--- src/shared/spread_pkg.sv ---
// constants and types for the oscillator spread spectrum control
package spread_pkg;
    localparam int DATA_W = 8;
    localparam int OSC_W = 8;
    localparam int OFS_W = 7;
    localparam logic [DATA_W-1:0] CONFIG_OFFSET = 8'h76;
    localparam logic [DATA_W-1:0] CONFIG_RESET = 8'h00;
    localparam int RATE_HI = 7;
    localparam int RATE_LO = 4;
    localparam int AMP_HI = 3;
    localparam int AMP_LO = 2;
    localparam logic [3:0] RATE_OFF = 4'h0;
    localparam logic [1:0] AMP_RESET = 2'h0;
    localparam logic [DATA_W-1:0] CONFIG_MASK = 8'hfc;
    localparam int PACE_W = 8;
    // cycles per step = rate * PACE_UNIT
    localparam logic [PACE_W-1:0] PACE_UNIT = 8'h10;
    localparam logic [PACE_W+3:0] PACE_ZERO = 12'h000;
    localparam logic [OFS_W-1:0] AMP_4 = 7'h04;
    localparam logic [OFS_W-1:0] AMP_8 = 7'h08;
    localparam logic [OFS_W-1:0] AMP_16 = 7'h10;
    localparam logic [OFS_W-1:0] AMP_32 = 7'h20;
    localparam logic [OFS_W-1:0] OFS_ZERO = 7'h00;
    localparam logic [OSC_W-1:0] OSC_MAX = 8'hff;
    typedef enum logic {SWEEP_UP, SWEEP_DOWN} sweep_dir_t;
endpackage : spread_pkg

--- src/hw/oscillator_spread_spectrum_ctrl.sv ---
// spread spectrum sweep of the internal oscillator control value
`timescale 1ns/100ps
module oscillator_spread_spectrum_ctrl
    import spread_pkg::*;
(
    // clock and reset
    input wire logic mclk,
    input wire logic rst_n,
    // register port
    input wire logic regWrite,
    input wire logic [spread_pkg::DATA_W-1:0] regAddr,
    input wire logic [spread_pkg::DATA_W-1:0] regWdata,
    output logic [spread_pkg::DATA_W-1:0] regRdata,
    // oscillator control
    input wire logic [spread_pkg::OSC_W-1:0] oscCtrlBase,
    output logic [spread_pkg::OSC_W-1:0] oscCtrlOut,
    output logic spreadActive
);
    logic [DATA_W-1:0] configQ;
    logic [DATA_W-1:0] readQ;

    spread_config_reg u_cfg (
        .mclk(mclk),
        .rst_n(rst_n),
        .regWrite(regWrite),
        .regAddr(regAddr),
        .regWdata(regWdata),
        .configQ(configQ),
        .readQ(readQ)
    );

    wire [3:0] sweepRateField = configQ[RATE_HI:RATE_LO];
    wire [1:0] sweepAmplitudeField = configQ[AMP_HI:AMP_LO];
    wire spreadOn = sweepRateField != RATE_OFF;

    // amplitude decode
    wire [OFS_W-1:0] ampLimit = (sweepAmplitudeField == 2'b00) ? AMP_4 :
                                (sweepAmplitudeField == 2'b01) ? AMP_8 :
                                (sweepAmplitudeField == 2'b10) ? AMP_16 : AMP_32;

    // pace counter: step period = rate * PACE_UNIT cycles
    logic [PACE_W+3:0] pace_reg;
    wire [PACE_W+3:0] paceLimit = 12'(sweepRateField * PACE_UNIT);
    wire paceTick = spreadOn && (pace_reg >= paceLimit - 12'h001);
    wire [PACE_W+3:0] pace_next = (!spreadOn || paceTick) ? PACE_ZERO : pace_reg + 12'h001;

    // triangle offset, signed
    logic signed [OFS_W:0] offset_reg;
    sweep_dir_t dir_reg;
    wire signed [OFS_W:0] posLim = $signed({1'b0, ampLimit});
    wire signed [OFS_W:0] negLim = -posLim;
    wire atTop = offset_reg >= posLim;
    wire atBot = offset_reg <= negLim;
    sweep_dir_t dir_next;
    logic signed [OFS_W:0] offset_next;

    always_comb begin
        dir_next = dir_reg;
        offset_next = offset_reg;
        if (!spreadOn) begin
            dir_next = SWEEP_UP;
            offset_next = '0;
        end else if (atTop && dir_reg == SWEEP_UP) begin
            dir_next = SWEEP_DOWN;
            offset_next = posLim;
        end else if (atBot && dir_reg == SWEEP_DOWN) begin
            dir_next = SWEEP_UP;
            offset_next = negLim;
        end else if (offset_reg > posLim) begin
            offset_next = posLim;
        end else if (offset_reg < negLim) begin
            offset_next = negLim;
        end else if (paceTick) begin
            case (dir_reg)
                SWEEP_UP: offset_next = offset_reg + 8'sd1;
                SWEEP_DOWN: offset_next = offset_reg - 8'sd1;
                default: offset_next = '0;
            endcase
        end
    end

    // base plus offset, saturated to the control range
    wire signed [OSC_W+1:0] sum = $signed({2'b00, oscCtrlBase}) + 10'(offset_reg);
    wire [OSC_W-1:0] oscNext = sum < 0 ? '0 : (sum > $signed({2'b00, OSC_MAX}) ? OSC_MAX : sum[OSC_W-1:0]);

    always_ff @(posedge mclk or negedge rst_n) begin
        if (!rst_n) begin
            pace_reg <= PACE_ZERO;
            offset_reg <= '0;
            dir_reg <= SWEEP_UP;
            oscCtrlOut <= '0;
            spreadActive <= 1'b0;
        end else begin
            pace_reg <= pace_next;
            offset_reg <= offset_next;
            dir_reg <= dir_next;
            oscCtrlOut <= oscNext;
            spreadActive <= spreadOn;
        end
    end

    assign regRdata = readQ;

    // register access checks
    a_write_lands: assert property (@(posedge mclk) disable iff (!rst_n)
        regWrite && regAddr == CONFIG_OFFSET
        |=> configQ == ($past(regWdata) & CONFIG_MASK))
        else $error("config write did not land");

    a_write_miss: assert property (@(posedge mclk) disable iff (!rst_n)
        !(regWrite && regAddr == CONFIG_OFFSET)
        |=> $stable(configQ))
        else $error("config changed without a write");

    a_read_back: assert property (@(posedge mclk) disable iff (!rst_n)
        $past(regAddr) == CONFIG_OFFSET
        |-> regRdata == configQ)
        else $error("read data differs from config");

    a_read_other: assert property (@(posedge mclk) disable iff (!rst_n)
        $past(regAddr) != CONFIG_OFFSET
        |-> regRdata == '0)
        else $error("unmapped read not zero");

    a_read_low: assert property (@(posedge mclk) disable iff (!rst_n)
        regRdata[AMP_LO-1:0] == '0)
        else $error("low read bits not zero");

    // field decode checks
    a_rate_field: assert property (@(posedge mclk) disable iff (!rst_n)
        spreadActive == $past(configQ[RATE_HI:RATE_LO] != RATE_OFF))
        else $error("rate field misread");

    a_active_rise: assert property (@(posedge mclk) disable iff (!rst_n)
        $rose(spreadActive)
        |-> $past(spreadOn) && $past(sweepRateField, 2) == RATE_OFF)
        else $error("active flag rose without rate write");

    a_amp_decode: assert property (@(posedge mclk) disable iff (!rst_n)
        ampLimit == OFS_W'(AMP_4 << sweepAmplitudeField))
        else $error("amplitude limit misdecoded");

    // sweep checks
    a_offset_range: assert property (@(posedge mclk) disable iff (!rst_n)
        spreadOn && $past(spreadOn) && $stable(ampLimit)
        |-> offset_reg <= posLim && offset_reg >= negLim)
        else $error("offset outside amplitude range");

    a_step_size: assert property (@(posedge mclk) disable iff (!rst_n)
        spreadOn && $past(spreadOn) && $stable(configQ) && configQ == $past(configQ, 2)
        |-> offset_reg - $past(offset_reg) <= 8'sd1 && $past(offset_reg) - offset_reg <= 8'sd1)
        else $error("offset moved by more than one step");

    a_step_pace: assert property (@(posedge mclk) disable iff (!rst_n)
        $changed(offset_reg) && spreadOn && $past(spreadOn) && $stable(configQ)
        |-> $past(paceTick) || atTop || atBot)
        else $error("offset stepped off pace");

    a_turn_top: assert property (@(posedge mclk) disable iff (!rst_n)
        spreadOn && offset_reg == posLim && dir_reg == SWEEP_UP
        |=> dir_reg == SWEEP_DOWN)
        else $error("sweep did not turn at top");

    a_turn_bot: assert property (@(posedge mclk) disable iff (!rst_n)
        spreadOn && offset_reg == negLim && dir_reg == SWEEP_DOWN
        |=> dir_reg == SWEEP_UP)
        else $error("sweep did not turn at bottom");

    a_dir_hold: assert property (@(posedge mclk) disable iff (!rst_n)
        spreadOn && offset_reg < posLim && offset_reg > negLim
        |=> $stable(dir_reg))
        else $error("sweep turned inside range");

    a_pace_bound: assert property (@(posedge mclk) disable iff (!rst_n)
        spreadOn && $stable(configQ)
        |-> pace_reg < paceLimit)
        else $error("pace counter beyond step period");

    a_pace_count: assert property (@(posedge mclk) disable iff (!rst_n)
        spreadOn && $stable(configQ) && !$past(paceTick)
        |-> pace_reg == $past(pace_reg) + 12'h001)
        else $error("pace counter skipped");

    a_pace_wrap: assert property (@(posedge mclk) disable iff (!rst_n)
        $past(paceTick)
        |-> pace_reg == PACE_ZERO)
        else $error("pace counter not restarted");

    // spreading off checks
    a_rate_zero: assert property (@(posedge mclk) disable iff (!rst_n)
        !spreadOn
        |=> offset_reg == 0)
        else $error("offset not cleared when off");

    a_off_pace: assert property (@(posedge mclk) disable iff (!rst_n)
        !spreadOn
        |=> pace_reg == PACE_ZERO)
        else $error("pace counter running while off");

    a_off_dir: assert property (@(posedge mclk) disable iff (!rst_n)
        !spreadOn
        |=> dir_reg == SWEEP_UP)
        else $error("direction not reset while off");

    a_off_passthru: assert property (@(posedge mclk) disable iff (!rst_n)
        !spreadOn && $past(!spreadOn) && $stable(oscCtrlBase)
        |=> oscCtrlOut == $past(oscCtrlBase))
        else $error("output modulated while spreading off");

    // output checks
    a_sum_plain: assert property (@(posedge mclk) disable iff (!rst_n)
        oscCtrlBase >= 8'(AMP_32) && oscCtrlBase <= OSC_MAX - 8'(AMP_32)
        |=> $signed({2'b00, oscCtrlOut}) == $signed({2'b00, $past(oscCtrlBase)}) + $past(offset_reg))
        else $error("output is not base plus offset");

    a_sat_top: assert property (@(posedge mclk) disable iff (!rst_n)
        $signed({2'b00, oscCtrlBase}) + offset_reg > $signed({2'b00, OSC_MAX})
        |=> oscCtrlOut == OSC_MAX)
        else $error("output not held at top");

    a_sat_bottom: assert property (@(posedge mclk) disable iff (!rst_n)
        $signed({2'b00, oscCtrlBase}) + offset_reg < 0
        |=> oscCtrlOut == '0)
        else $error("output not held at bottom");
endmodule : oscillator_spread_spectrum_ctrl

--- src/hw/spread_config_reg.sv ---
// spread spectrum configuration register with registered read data
`timescale 1ns/100ps
module spread_config_reg
    import spread_pkg::*;
(
    // clock and reset
    input wire logic mclk,
    input wire logic rst_n,
    // register access
    input wire logic regWrite,
    input wire logic [spread_pkg::DATA_W-1:0] regAddr,
    input wire logic [spread_pkg::DATA_W-1:0] regWdata,
    // contents
    output logic [spread_pkg::DATA_W-1:0] configQ,
    output logic [spread_pkg::DATA_W-1:0] readQ
);
    logic [DATA_W-1:0] config_reg;
    logic [DATA_W-1:0] read_reg;
    wire hit = regAddr == CONFIG_OFFSET;
    // low two bits are dropped so they read as zero
    wire [DATA_W-1:0] config_next = (regWrite && hit) ? (regWdata & CONFIG_MASK) : config_reg;
    wire [DATA_W-1:0] read_next = hit ? config_next : '0;

    always_ff @(posedge mclk or negedge rst_n) begin
        if (!rst_n) begin
            config_reg <= CONFIG_RESET;
            read_reg <= '0;
        end else begin
            config_reg <= config_next;
            read_reg <= read_next;
        end
    end

    assign configQ = config_reg;
    assign readQ = read_reg;

    a_low_bits_zero: assert property (@(posedge mclk) disable iff (!rst_n)
        config_reg[AMP_LO-1:0] == '0)
        else $error("config low bits not zero");
endmodule : spread_config_reg

--- config.mk ---
export PLATFORM = sky130hd
export DESIGN_NAME = oscillator_spread_spectrum_ctrl
export DESIGN_NICKNAME = d
export VERILOG_FILES = /design/src/shared/spread_pkg.sv /design/src/hw/oscillator_spread_spectrum_ctrl.sv /design/src/hw/spread_config_reg.sv
export SDC_FILE = /design/constraint.sdc
export NUM_CORES = 1
export LEC_CHECK = 0
export BUFFER_PORTS_ARGS = -buffer_cell sky130_fd_sc_hd__buf_2
export CORE_MARGIN = 8
export CORE_UTILIZATION = 60
export DETAILED_ROUTE_END_ITERATION = 16
export HOLD_SLACK_MARGIN = 0.1
export PLACE_DENSITY = 0.89
export SLEW_MARGIN = 5
export SYNTH_ARGS = -nofsm -noshare
export SYNTH_HDL_FRONTEND = slang
export SYNTH_SLANG_ARGS = --single-unit
--- constraint.sdc ---
create_clock -name mclk -period 4.95 [get_ports mclk]
set_clock_uncertainty 0.15 [all_clocks]
set_input_delay 1.2375 -clock mclk [delete_from_list [all_inputs] [get_ports mclk]]
set_output_delay 1.2375 -clock mclk [all_outputs]
set_load 0.03 [all_outputs]
==> results of run 1 <==
[worst max-delay path by stage]
| stage | endpoint | slack (ns) | cells past startpoint |
|---|---|---|---|
| floorplan | oscCtrlOut[1] | 1.77 | 10 |
| global placement | oscCtrlOut[2] | 1.49 | 11 |
| detailed placement | oscCtrlOut[4] | 1.37 | 9 |
| CTS | oscCtrlOut[4] | 1.68 | 9 |
| global route | offset_reg[7] | 1.47 | 10 |
| finish | oscCtrlOut[4] | 1.61 | 9 |
[through the flow]
| stage | cell area, um2 | setup WS, ns | power, uW | std cells | hold slack (ns) |
|---|---|---|---|---|---|
| after floorplan | 3150 | 1.77 | 1080 | 329 | 0.275 |
| after global placement | 3420 | 1.49 | 1230 | 434 | 0.294 |
| after detailed placement | 3420 | 1.37 | 1260 | 434 | 0.309 |
| after CTS | 3510 | 1.68 | 1490 | 442 | 0.322 |
| after global routing | 3510 | 1.47 | 1600 | 442 | 0.325 |
| final | 3510 | 1.61 | 1490 | 442 | 0.319 |
[per-layer routing]
metal  vias up  wire [um]  track usage
met3        11        233       0.0297
met1      1238       2870        0.217
met2        43       3510        0.332
met4         0        151       0.0783
met5         -          0            0
li1       1259          -            -
[power breakdown]
part,internal [uW],leakage (uW),switching [uW]
clock network,113,0.0000482,123
logic,305,0.00109,451
registers,434,0.000619,66.0
total,853,0.00175,640
[cell usage after synthesis, types with 2 or more instances]
| cell type | count |
|---|---|
| sky130_fd_sc_hd__a31oi_1 | 6 |
| sky130_fd_sc_hd__a211oi_1 | 4 |
| sky130_fd_sc_hd__o21ai_1 | 3 |
| sky130_fd_sc_hd__nand2_1 | 19 |
| sky130_fd_sc_hd__clkbuf_1 | 5 |
| sky130_fd_sc_hd__and3_1 | 8 |
| sky130_fd_sc_hd__xnor2_1 | 14 |
| sky130_fd_sc_hd__nor3_1 | 6 |
| sky130_fd_sc_hd__nor3b_1 | 4 |
| sky130_fd_sc_hd__fa_1 | 2 |
| sky130_fd_sc_hd__o31ai_1 | 2 |
| sky130_fd_sc_hd__nand3_1 | 6 |
| sky130_fd_sc_hd__nor2_1 | 34 |
| sky130_fd_sc_hd__a21oi_1 | 19 |
| sky130_fd_sc_hd__nand2b_1 | 9 |
| sky130_fd_sc_hd__mux2i_1 | 8 |
| sky130_fd_sc_hd__a211o_1 | 3 |
| sky130_fd_sc_hd__ha_1 | 34 |
| sky130_fd_sc_hd__nor2b_1 | 4 |
| sky130_fd_sc_hd__dfrtp_1 | 46 |
| sky130_fd_sc_hd__xor2_1 | 11 |
| sky130_fd_sc_hd__a21oi_2 | 2 |
| sky130_fd_sc_hd__nor4_1 | 2 |
| sky130_fd_sc_hd__a21o_1 | 5 |
| sky130_fd_sc_hd__o211ai_1 | 2 |
| sky130_fd_sc_hd__mux2_2 | 6 |
| sky130_fd_sc_hd__nand4_1 | 4 |
| sky130_fd_sc_hd__and2_1 | 4 |
| sky130_fd_sc_hd__nor4bb_1 | 2 |
| sky130_fd_sc_hd__o21ai_0 | 13 |
| sky130_fd_sc_hd__inv_1 | 18 |
[logic make-up after synthesis]
logic type | count (synthesis) | share of synthesized area
AO/OA/AOI/OAI | 71 | 0.152
XOR/XNOR | 25 | 0.0694
adder cells (fa/ha/maj) | 36 | 0.148
buffers and inverters | 25 | 0.0310
flip-flops | 46 | 0.365
multiplexers | 14 | 0.0468
other | 1 | 0.00119
AND/OR/NAND/NOR | 111 | 0.187
[cell type report]
class	instances	share of cell area
multi-input combinational	258	0.542
sequential	46	0.328
timing repair buffer	42	0.0605
tap	70	0.0249
clock buffer	7	0.0246
inverter	18	0.0192
clock inverter	1	0.00142
==> flow_metrics.tcl, run 1 <==
set metrics [dict create \
    hp-start "pace_reg[0]" \
    ctsLongestPathBuffers 2 \
    post_drt_wl_per_cell_um 15.3 \
    synth_flop_cell "sky130_fd_sc_hd__dfrtp_1" \
    gr-total-overflow 0 \
    netlist_instances 329 \
    commonest_cells_after_routing_fill_and_taps_aside "46 x sky130_fd_sc_hd__dfrtp_1, 41 x sky130_fd_sc_hd__buf_2, 34 x sky130_fd_sc_hd__nor2_1, 34 x sky130_fd_sc_hd__ha_1" \
    cts.reportedPaths.clkPinSlew_ns 0.08 \
    timing.reg2reg.worst_path_depth 10 \
    unrepaired_setup_endpoints_after_global_routing "false" \
    post_synth.cell_area_avg_um2 9.58 \
    boundaryPins 44 \
    crit_slowest_cell "sky130_fd_sc_hd__a211oi_1" \
    die_y_um 88.5 \
    numCtsBuffers 5 \
    leakage_uw 0.00175 \
    worst-r2r-setup-slack_ns 1.73 \
    crit_top_cell "sky130_fd_sc_hd__a21oi_1" \
    largest_reg_flops 12 \
    routed_wire_length_um 6760 \
    ys_seq_elements 46 \
    ys_types 55 \
    fmax_mhz 300 \
    finalWorstPathRequiredPeriod_ns 3.34 \
    sequential_cell_area_um2 1150 \
    dieWidth_um 88.5 \
    synth_async_sr_flop_share 1.00 \
    number_of_cells_traversed_by_the_worst_hold_path 1 \
    yosysTopAreaCell "sky130_fd_sc_hd__dfrtp_1" \
    beginning_of_the_worst_register_to_register_path "u_cfg.configQ[3]" \
    slew_viol_final 0 \
    endpoint_kind "flip-flop" \
    groute.usage.overall 0.187 \
    timing.critical_path.arrival_ns 3.34 \
    layout-drive-gt1-share 0.169 \
    setup_viol_count_final 0 \
    finalCoreUtilization 0.693 \
    grt_pass1_wl_um 11500 \
    via_count_of_the_first_global_routing_pass 2562 \
    setup.worst_path.class "in -> reg" \
    slew-limit-headroom 0.324 \
    worstPathRequired_ns 4.95 \
    syn-num-nets 392 \
    tritoncts "yes" \
    setup-tns-final_ns 0 \
    terminus_of_the_critical_flop_to_flop_path "offset_reg[7]" \
    max-cap-violations 0 \
    timing.final.hold_violations 0 \
    gp_routability_congestion 0.935 \
    cts.hold.buffers_added 0 \
    floorplan.die_area_um2 7830 \
    mostFrequentLayoutCell "sky130_fd_sc_hd__dfrtp_1" \
    num-fill-cells 396 \
    cts.htree.levels 2 \
    p_per_area_nw_per_um2 425 \
    grt_start_max_net_pins 47 \
    slowest_delay_ns 0.58 \
    route.detailed.vias_per_inst 5.77 \
    critical_path.startpoint "oscCtrlBase[2]" \
    final.period_utilization 0.674 \
    layout.nets 434 \
    vias 2551 \
    route.detailed.drc 0 \
    critical_path.startpoint_type "input pin" \
    synthesis.area_um2 3150 \
    irDropWorstVdd_mv 0.280 \
    synth_seq_area_share 0.365 \
    hold_critical_path_endpoint "pace_reg[0]" \
    min_path_type "reg -> reg" \
    path_cells "buf_2 > ha_1 > inv_1 > o21ai_0 > a21oi_1 > a211oi_1 > a21oi_1 > xnor2_1 > a31oi_1" \
    worstSkewPairLatency_ns 0.30 \
    drtIter0Drc 98 \
    status "completed" \
    synth_enable_flop_cells 0 \
    io_buffer_count 41 \
    coreArea_um2 5070 \
    synth.area.top_cells "sky130_fd_sc_hd__dfrtp_1 37%, sky130_fd_sc_hd__ha_1 13%, sky130_fd_sc_hd__nor2_1 4.0%" \
    start_util 0.621 \
    cp.buffers_inverters 2 \
    antenna-diode-count 0 \
    yosys.area.top_type_share 0.365 \
    ctsRootBufferMaster "sky130_fd_sc_hd__clkbuf_8" \
    antenna_found_initial 0 \
    timing.critical_path.fanout_max 7 \
    cts.sinks 46 \
    drt_first_pass_iters 4 \
    cts.repair.resized 0 \
    final_antenna_net_count 0 \
    areaGrowthSynthToFinish_pct 11.5 \
    worst_path_dominant_cell_family "compound AO/OA/AOI/OAI gates" \
    tightestPinTransition_ns 1.01 \
    yosys_warnings 0 \
    num_rows 26 \
    post-dp-hpwl_um 5240 \
    area_occupied_by_multi_input_gates_um2 1900 \
    postCtsSetupRepairBufs 0 \
]
Power figures use the tool's default switching activity.
==> run 2: changes to the inputs <==
--- a/config.mk
+++ b/config.mk
@@ -5,12 +5,13 @@
 export SDC_FILE = /design/constraint.sdc
 export NUM_CORES = 1
 export LEC_CHECK = 0
+export ABC_AREA = 1
 export BUFFER_PORTS_ARGS = -buffer_cell sky130_fd_sc_hd__buf_2
 export CORE_MARGIN = 8
-export CORE_UTILIZATION = 60
+export CORE_UTILIZATION = 58
 export DETAILED_ROUTE_END_ITERATION = 16
 export HOLD_SLACK_MARGIN = 0.1
-export PLACE_DENSITY = 0.89
+export PLACE_DENSITY = 0.86
 export SLEW_MARGIN = 5
 export SYNTH_ARGS = -nofsm -noshare
 export SYNTH_HDL_FRONTEND = slang
==> constraint.sdc (replaced) <==
create_clock -name mclk -period 3.4 [get_ports mclk]
set_clock_uncertainty 0.15 [all_clocks]
set_input_delay 0.85 -clock mclk [delete_from_list [all_inputs] [get_ports mclk]]
set_output_delay 0.85 -clock mclk [all_outputs]
set_load 0.03 [all_outputs]
==> run 2 against run 1 <==
  * Final cell count is 23% higher
  * Design area is 3.7% higher
  * Synthesized cell count is 29% higher
  * Worst hold slack better by 0.0035 ns
  * Register-to-register slack worse by 1.0 ns
  * Non-clock buffer count is 1 lower
  * Clock-buffer cell count is 2 lower
  * Die area is 5.7% higher
  * First-iteration DRC count is 57% higher
  * Critical endpoint is now pace_reg[6]
==> flow_metrics.tcl, run 2 <==
set metrics [dict create \
    status "completed" \
    cts.hold.buffers_added 0 \
    drt_first_pass_iters 4 \
    share_comb_of_total_power 0.575 \
    boundaryPins 44 \
    route.detailed.vias_per_inst 5.16 \
    critical_path.startpoint_type "flip-flop" \
    coreArea_um2 5470 \
    setup_viol_count_final 0 \
    sequential_power_share 0.285 \
    post_drt_wl_per_cell_um 12.7 \
    unrepaired_setup_endpoints_after_global_routing "false" \
    p_clk_frac 0.139 \
    timing.critical_path.fanout_max 9 \
    slew-limit-headroom 0.320 \
    synth_seq_area_share 0.353 \
    worst-r2r-setup-slack_ns 0.72 \
    ctsLongestPathBuffers 2 \
    critical_path.startpoint "u_cfg.configQ[4]" \
    yosysTopAreaCell "sky130_fd_sc_hd__dfrtp_1" \
    switching_power_uw 1310 \
    synthesis.area_um2 3260 \
    gr-total-overflow 0 \
    slew_viol_final 0 \
    layout-drive-gt1-share 0.144 \
    max-cap-violations 0 \
    grt_pass1_wl_um 12400 \
    timing.critical_path.arrival_ns 2.75 \
    antenna-diode-count 0 \
    leakage_uw 0.00216 \
    timing.reg2reg.worst_path_depth 10 \
    synth.top_cells.by_count "104 x sky130_fd_sc_hd__nand2_1, 77 x sky130_fd_sc_hd__inv_1, 46 x sky130_fd_sc_hd__dfrtp_1" \
    endpoint "pace_reg[6]" \
    p_per_area_nw_per_um2 734 \
    ys_types 38 \
    final.period_utilization 0.788 \
    switching_share 0.488 \
    finalCoreUtilization 0.666 \
    largest_reg_flops 12 \
    irDropWorstVdd_mv 0.388 \
    cts.repair.resized 0 \
    yosys_warnings 0 \
    start_util 0.596 \
    finalWorstPathRequiredPeriod_ns 2.68 \
    netlist_instances 426 \
    groute.usage.overall 0.175 \
    cts.htree.levels 2 \
    placed_area_um2 3550 \
    mostFrequentLayoutCell "sky130_fd_sc_hd__nand2_1" \
    drtIter0Drc 154 \
    synth.area.top_cells "sky130_fd_sc_hd__dfrtp_1 35%, sky130_fd_sc_hd__ha_1 13%, sky130_fd_sc_hd__nand2_1 12%" \
    post-dp-hpwl_um 5450 \
    route.detailed.drc 0 \
    final_antenna_net_count 0 \
    floorplan.die_area_um2 8280 \
    ys_seq_elements 46 \
    vias 2810 \
    finalInstanceArea_um2 3640 \
    syn-num-nets 489 \
    fmax_mhz 373 \
    beginning_of_the_worst_register_to_register_path "u_cfg.configQ[4]" \
    ctsRootBufferMaster "sky130_fd_sc_hd__clkbuf_8" \
    tightestPinTransition_ns 1.02 \
    yosys.area.top_type_share 0.353 \
    antenna_found_initial 0 \
    min_path_type "reg -> reg" \
    endpoint_kind "flip-flop" \
    synth_flop_cell "sky130_fd_sc_hd__dfrtp_1" \
    fin_worst_hold_slack_ns 0.323 \
    cts.sinks 46 \
    tritoncts "yes" \
    worstPathRequired_ns 3.47 \
    numCtsBuffers 5 \
    dieWidth_um 91.0 \
    routed_wire_length_um 6910 \
    grt_start_max_net_pins 47 \
    commonest_cells_after_routing_fill_and_taps_aside "104 x sky130_fd_sc_hd__nand2_1, 77 x sky130_fd_sc_hd__inv_1, 46 x sky130_fd_sc_hd__dfrtp_1" \
    placedCellCount 537 \
    areaGrowthSynthToFinish_pct 11.7 \
    worstSkewPairLatency_ns 0.31 \
    cell_internal_pwr_uw 1370 \
    layout.nets 535 \
    synth_enable_flop_cells 0 \
    synth_async_sr_flop_share 1.00 \
    io_buffer_count 41 \
    gp_routability_congestion 0.901 \
    terminus_of_the_critical_flop_to_flop_path "pace_reg[6]" \
    die_y_um 91.0 \
    layout.cells.non_filler 545 \
    cts.reportedPaths.clkPinSlew_ns 0.10 \
    yosys.cell_count.top_type "sky130_fd_sc_hd__nand2_1" \
    setup-tns-final_ns 0 \
    setup.worst_path.class "reg -> reg" \
    timing.final.hold_violations 0 \
    post_synth.cell_area_avg_um2 7.65 \
    num_rows 27 \
    postCtsSetupRepairBufs 0 \
    via_count_of_the_first_global_routing_pass 2887 \
]
==> run 2: layout make-up <==
| class | instances | area (um2) |
|---|---|---|
| clock buffers | 5 | 68.8 |
| repair buffers | 41 | 205 |
| well taps | 72 | 90.1 |
| fillers | 466 | 1830 |
| multi-input cells | 297 | 1790 |
| flip-flops and latches | 46 | 1150 |
| inverters | 81 | 309 |
| clock inverters | 3 | 28.8 |
==> run 2: metal layers <==
layer  track usage  share of wire
met1         0.207           0.44
met2         0.310           0.51
met3        0.0354          0.038
met4        0.0573          0.013
met5             0              0
==> run 2: metrics by stage <==
| step | power (uW) | setup slack, ns |
|---|---|---|
| 3_5_place_dp | 2300 | 0.509 |
| 3_3_place_gp | 2250 | 0.544 |
| 5_1_grt | 2950 | 0.432 |
| 6_report | 2670 | 0.720 |
| 2_1_floorplan | 1980 | 0.833 |
| 4_1_cts | 2680 | 0.712 |
==> run 2: how the worst min path moves through the flow <==
stage	start	end	slack, ns	depth (start not counted)
global route	pace_reg[0]	pace_reg[0]	0.36	1
finish	u_cfg.configQ[1]	u_cfg.configQ[1]	0.32	2
detailed placement	u_cfg.configQ[0]	u_cfg.configQ[0]	0.30	2
global placement	u_cfg.configQ[1]	u_cfg.configQ[1]	0.30	2
floorplan	u_cfg.configQ[0]	u_cfg.configQ[0]	0.28	2
CTS	u_cfg.configQ[0]	u_cfg.configQ[0]	0.32	2
==> run 2: worst max-delay path, stage by stage, from the launching register on <==
cell and delay (ns):
sky130_fd_sc_hd__dfrtp_1 0.40, sky130_fd_sc_hd__inv_1 0.09, sky130_fd_sc_hd__ha_1 0.21, sky130_fd_sc_hd__nand3_1 0.20, sky130_fd_sc_hd__ha_1 0.36, sky130_fd_sc_hd__a21oi_1 0.15
sky130_fd_sc_hd__o21a_1 0.13, sky130_fd_sc_hd__nand3_1 0.19, sky130_fd_sc_hd__nor2_4 0.23, sky130_fd_sc_hd__clkinv_1 0.27, sky130_fd_sc_hd__nor3_1 0.20
==> run 2: cells by family (layout without fill, tap and decap cells) <==
| family | count (synthesis) | count (layout) | synth area share |
|---|---|---|---|
| AO/OA/AOI/OAI | 54 | 54 | 0.0959 |
| other | 1 | 1 | 0.00115 |
| buffers and inverters | 83 | 130 | 0.0979 |
| XOR/XNOR | 21 | 21 | 0.0564 |
| adder cells (fa/ha/maj) | 36 | 36 | 0.143 |
| AND/OR/NAND/NOR | 185 | 185 | 0.253 |
| flip-flops | 46 | 46 | 0.353 |
==> run 2: power by group through the flow <==
stage,clock [uW],combinational [uW],sequential (uW)
5_1_grt,394,1780,780
4_1_cts,377,1540,764
6_report,372,1540,763
3_3_place_gp,0,1470,771
2_1_floorplan,0,1140,836
3_5_place_dp,0,1520,775
==> run 3: changes to the inputs <==
==> constraint.sdc (replaced) <==
create_clock -name mclk -period 2.8 [get_ports mclk]
set_clock_uncertainty 0.15 [all_clocks]
set_input_delay 0.7 -clock mclk [delete_from_list [all_inputs] [get_ports mclk]]
set_output_delay 0.7 -clock mclk [all_outputs]
set_load 0.03 [all_outputs]
==> run 3 against run 2 <==
  * Register-to-register slack worse by 0.50 ns
  * Sequential power is 20% higher
  * Global-route usage is 0.24 points higher
  * Sequential share of layout area is 0.35 points lower
  * First-iteration DRC count is 29% higher
  * Non-clock buffer count is 3 higher
  * Combinational power is 24% higher
  * Design area is 1.1% higher
  * Flip-flop and latch count stayed put
  * Die area stayed put
  * Critical path type unchanged
  * Highest routed layer unchanged
==> flow_metrics.tcl, run 3 (same netlist as run 2, synthesis figures left out) <==
set metrics [dict create \
    start_util 0.596 \
    timing.critical_path.arrival_ns 2.62 \
    ctsLongestPathBuffers 2 \
    layout-drive-gt1-share 0.157 \
    sequential_power_share 0.279 \
    cts.repair.resized 0 \
    floorplan.die_area_um2 8280 \
    placement.setup.worst_slack_ns 0.127 \
    cell_internal_pwr_uw 1680 \
    num-fill-cells 457 \
    final_antenna_net_count 0 \
    largest_reg_flops 12 \
    report.power.total_uw 3270 \
    groute.usage.overall 0.178 \
    via_count_of_the_first_global_routing_pass 2902 \
    endpoint_kind "flip-flop" \
    setup_viol_count_final 0 \
    worstPathRequired_ns 2.84 \
    setup-tns-final_ns 0 \
    numCtsBuffers 5 \
    max-cap-violations 0 \
    slew_viol_final 0 \
    commonest_cells_after_routing_fill_and_taps_aside "104 x sky130_fd_sc_hd__nand2_1, 77 x sky130_fd_sc_hd__inv_1, 46 x sky130_fd_sc_hd__dfrtp_1" \
    postCtsSetupRepairBufs 0 \
    final.period_utilization 0.920 \
    routed_wire_length_um 7170 \
    gr-total-overflow 0 \
    fmax_mhz 388 \
    irDropWorstVdd_mv 0.463 \
    switching_power_uw 1590 \
    finalWorstPathRequiredPeriod_ns 2.58 \
    p_clk_frac 0.135 \
    tightestPinTransition_ns 0.886 \
    cts.reportedPaths.clkPinSlew_ns 0.10 \
    post-dp-hpwl_um 5630 \
    timing.critical_path.fanout_max 7 \
    critical_path.startpoint_type "flip-flop" \
    timing.final.hold_violations 0 \
    ctsRootBufferMaster "sky130_fd_sc_hd__clkbuf_8" \
    tritoncts "yes" \
    slew-limit-headroom 0.409 \
    antenna-diode-count 0 \
    layout.nets 539 \
    finalWorstSetupSlack_ns 0.223 \
    cts.sinks 46 \
    vias 2860 \
    worstSkewPairLatency_ns 0.31 \
    coreArea_um2 5470 \
    die_y_um 91.0 \
    switching_share 0.486 \
    drtIter0Drc 199 \
    drt_first_pass_iters 5 \
    min_path_type "reg -> reg" \
    num_rows 27 \
    boundaryPins 44 \
    post_drt_wl_per_cell_um 13.1 \
    setup.worst_path.class "reg -> reg" \
    p_per_area_nw_per_um2 887 \
    mostFrequentLayoutCell "sky130_fd_sc_hd__nand2_1" \
    cts.hold.buffers_added 0 \
    gp_routability_congestion 0.951 \
    number_of_cells_traversed_by_the_worst_hold_path 2 \
    status "completed" \
    cts.htree.levels 2 \
    areaGrowthSynthToFinish_pct 13.0 \
    timing.reg2reg.worst_path_depth 11 \
    route.detailed.vias_per_inst 5.21 \
    io_buffer_count 41 \
    share_comb_of_total_power 0.585 \
    unrepaired_setup_endpoints_after_global_routing "false" \
    dieWidth_um 91.0 \
    antenna_found_initial 0 \
    grt_start_max_net_pins 41 \
    leakage_uw 0.00218 \
    route.detailed.drc 0 \
    grt_pass1_wl_um 12500 \
]
run 3: metrics by stage:
stage               hold slack [ns]   util  cell area (um2)  std cells
floorplan                     0.254      -             3260        426
global placement              0.299  0.652             3570        540
detailed placement            0.298  0.652             3570        540
CTS                           0.324  0.670             3670        548
global route                  0.360  0.673             3680        549
finish                        0.320  0.673             3680        549
run 3: layout make-up:
| cell class | instances | area, um2 | share of cell area |
|---|---|---|---|
| timing repair buffer | 44 | 228 | 0.0618 |
| tap | 72 | 90.1 | 0.0244 |
| clock buffer | 5 | 68.8 | 0.0187 |
| clock inverter | 3 | 28.8 | 0.00781 |
| timing repair inverter | 1 | 5.00 | 0.00136 |
| multi-input combinational | 297 | 1800 | 0.489 |
| sequential | 46 | 1150 | 0.312 |
| inverter | 81 | 313 | 0.0849 |
run 3: routing by layer:
layer / vias up / global-route usage / wire (um) / part of all wire
met3: 19 / 0.0395 / 282 / 0.039
met1: 1316 / 0.207 / 3110 / 0.43
met2: 70 / 0.313 / 3640 / 0.51
met5: - / 0 / 0 / 0
li1: 1455 / - / - / -
met4: 0 / 0.0628 / 133 / 0.019
run 3: power groups by stage:
stage	Combinational [uW]	Sequential [uW]	Clock, uW
floorplan	1390	1020	0
global placement	1820	917	0
detailed placement	1890	922	0
CTS	1910	909	450
global route	2180	926	476
finish	1910	913	443
run 3: worst max-delay path, cell delays in order, from the launching register on:
cell and delay, ns:
sky130_fd_sc_hd__dfrtp_1 0.39, sky130_fd_sc_hd__inv_1 0.09, sky130_fd_sc_hd__ha_1 0.23, sky130_fd_sc_hd__nand3_2 0.14, sky130_fd_sc_hd__ha_1 0.33, sky130_fd_sc_hd__a21oi_1 0.15
sky130_fd_sc_hd__o21a_1 0.16, sky130_fd_sc_hd__nand3_2 0.14, sky130_fd_sc_hd__nor2_4 0.28, sky130_fd_sc_hd__nand3_4 0.17, sky130_fd_sc_hd__o211ai_1 0.14, sky130_fd_sc_hd__nand2_1 0.07
run 3: worst paths after layout:
| check | from | slack, ns | end |
|---|---|---|---|
| setup / recovery | u_cfg.configQ[4] | 0.22 | offset_reg[5] |
| hold / removal | u_cfg.configQ[1] | 0.32 | u_cfg.configQ[1] |
| setup reg to reg | u_cfg.configQ[4] | 0.22 | offset_reg[5] |
| hold reg to reg | u_cfg.configQ[1] | 0.32 | u_cfg.configQ[1] |
| max in group asynchronous | rst_n | 1.51 | u_cfg.configQ[0] |
| min in group asynchronous | rst_n | 0.36 | u_cfg.readQ[5] |
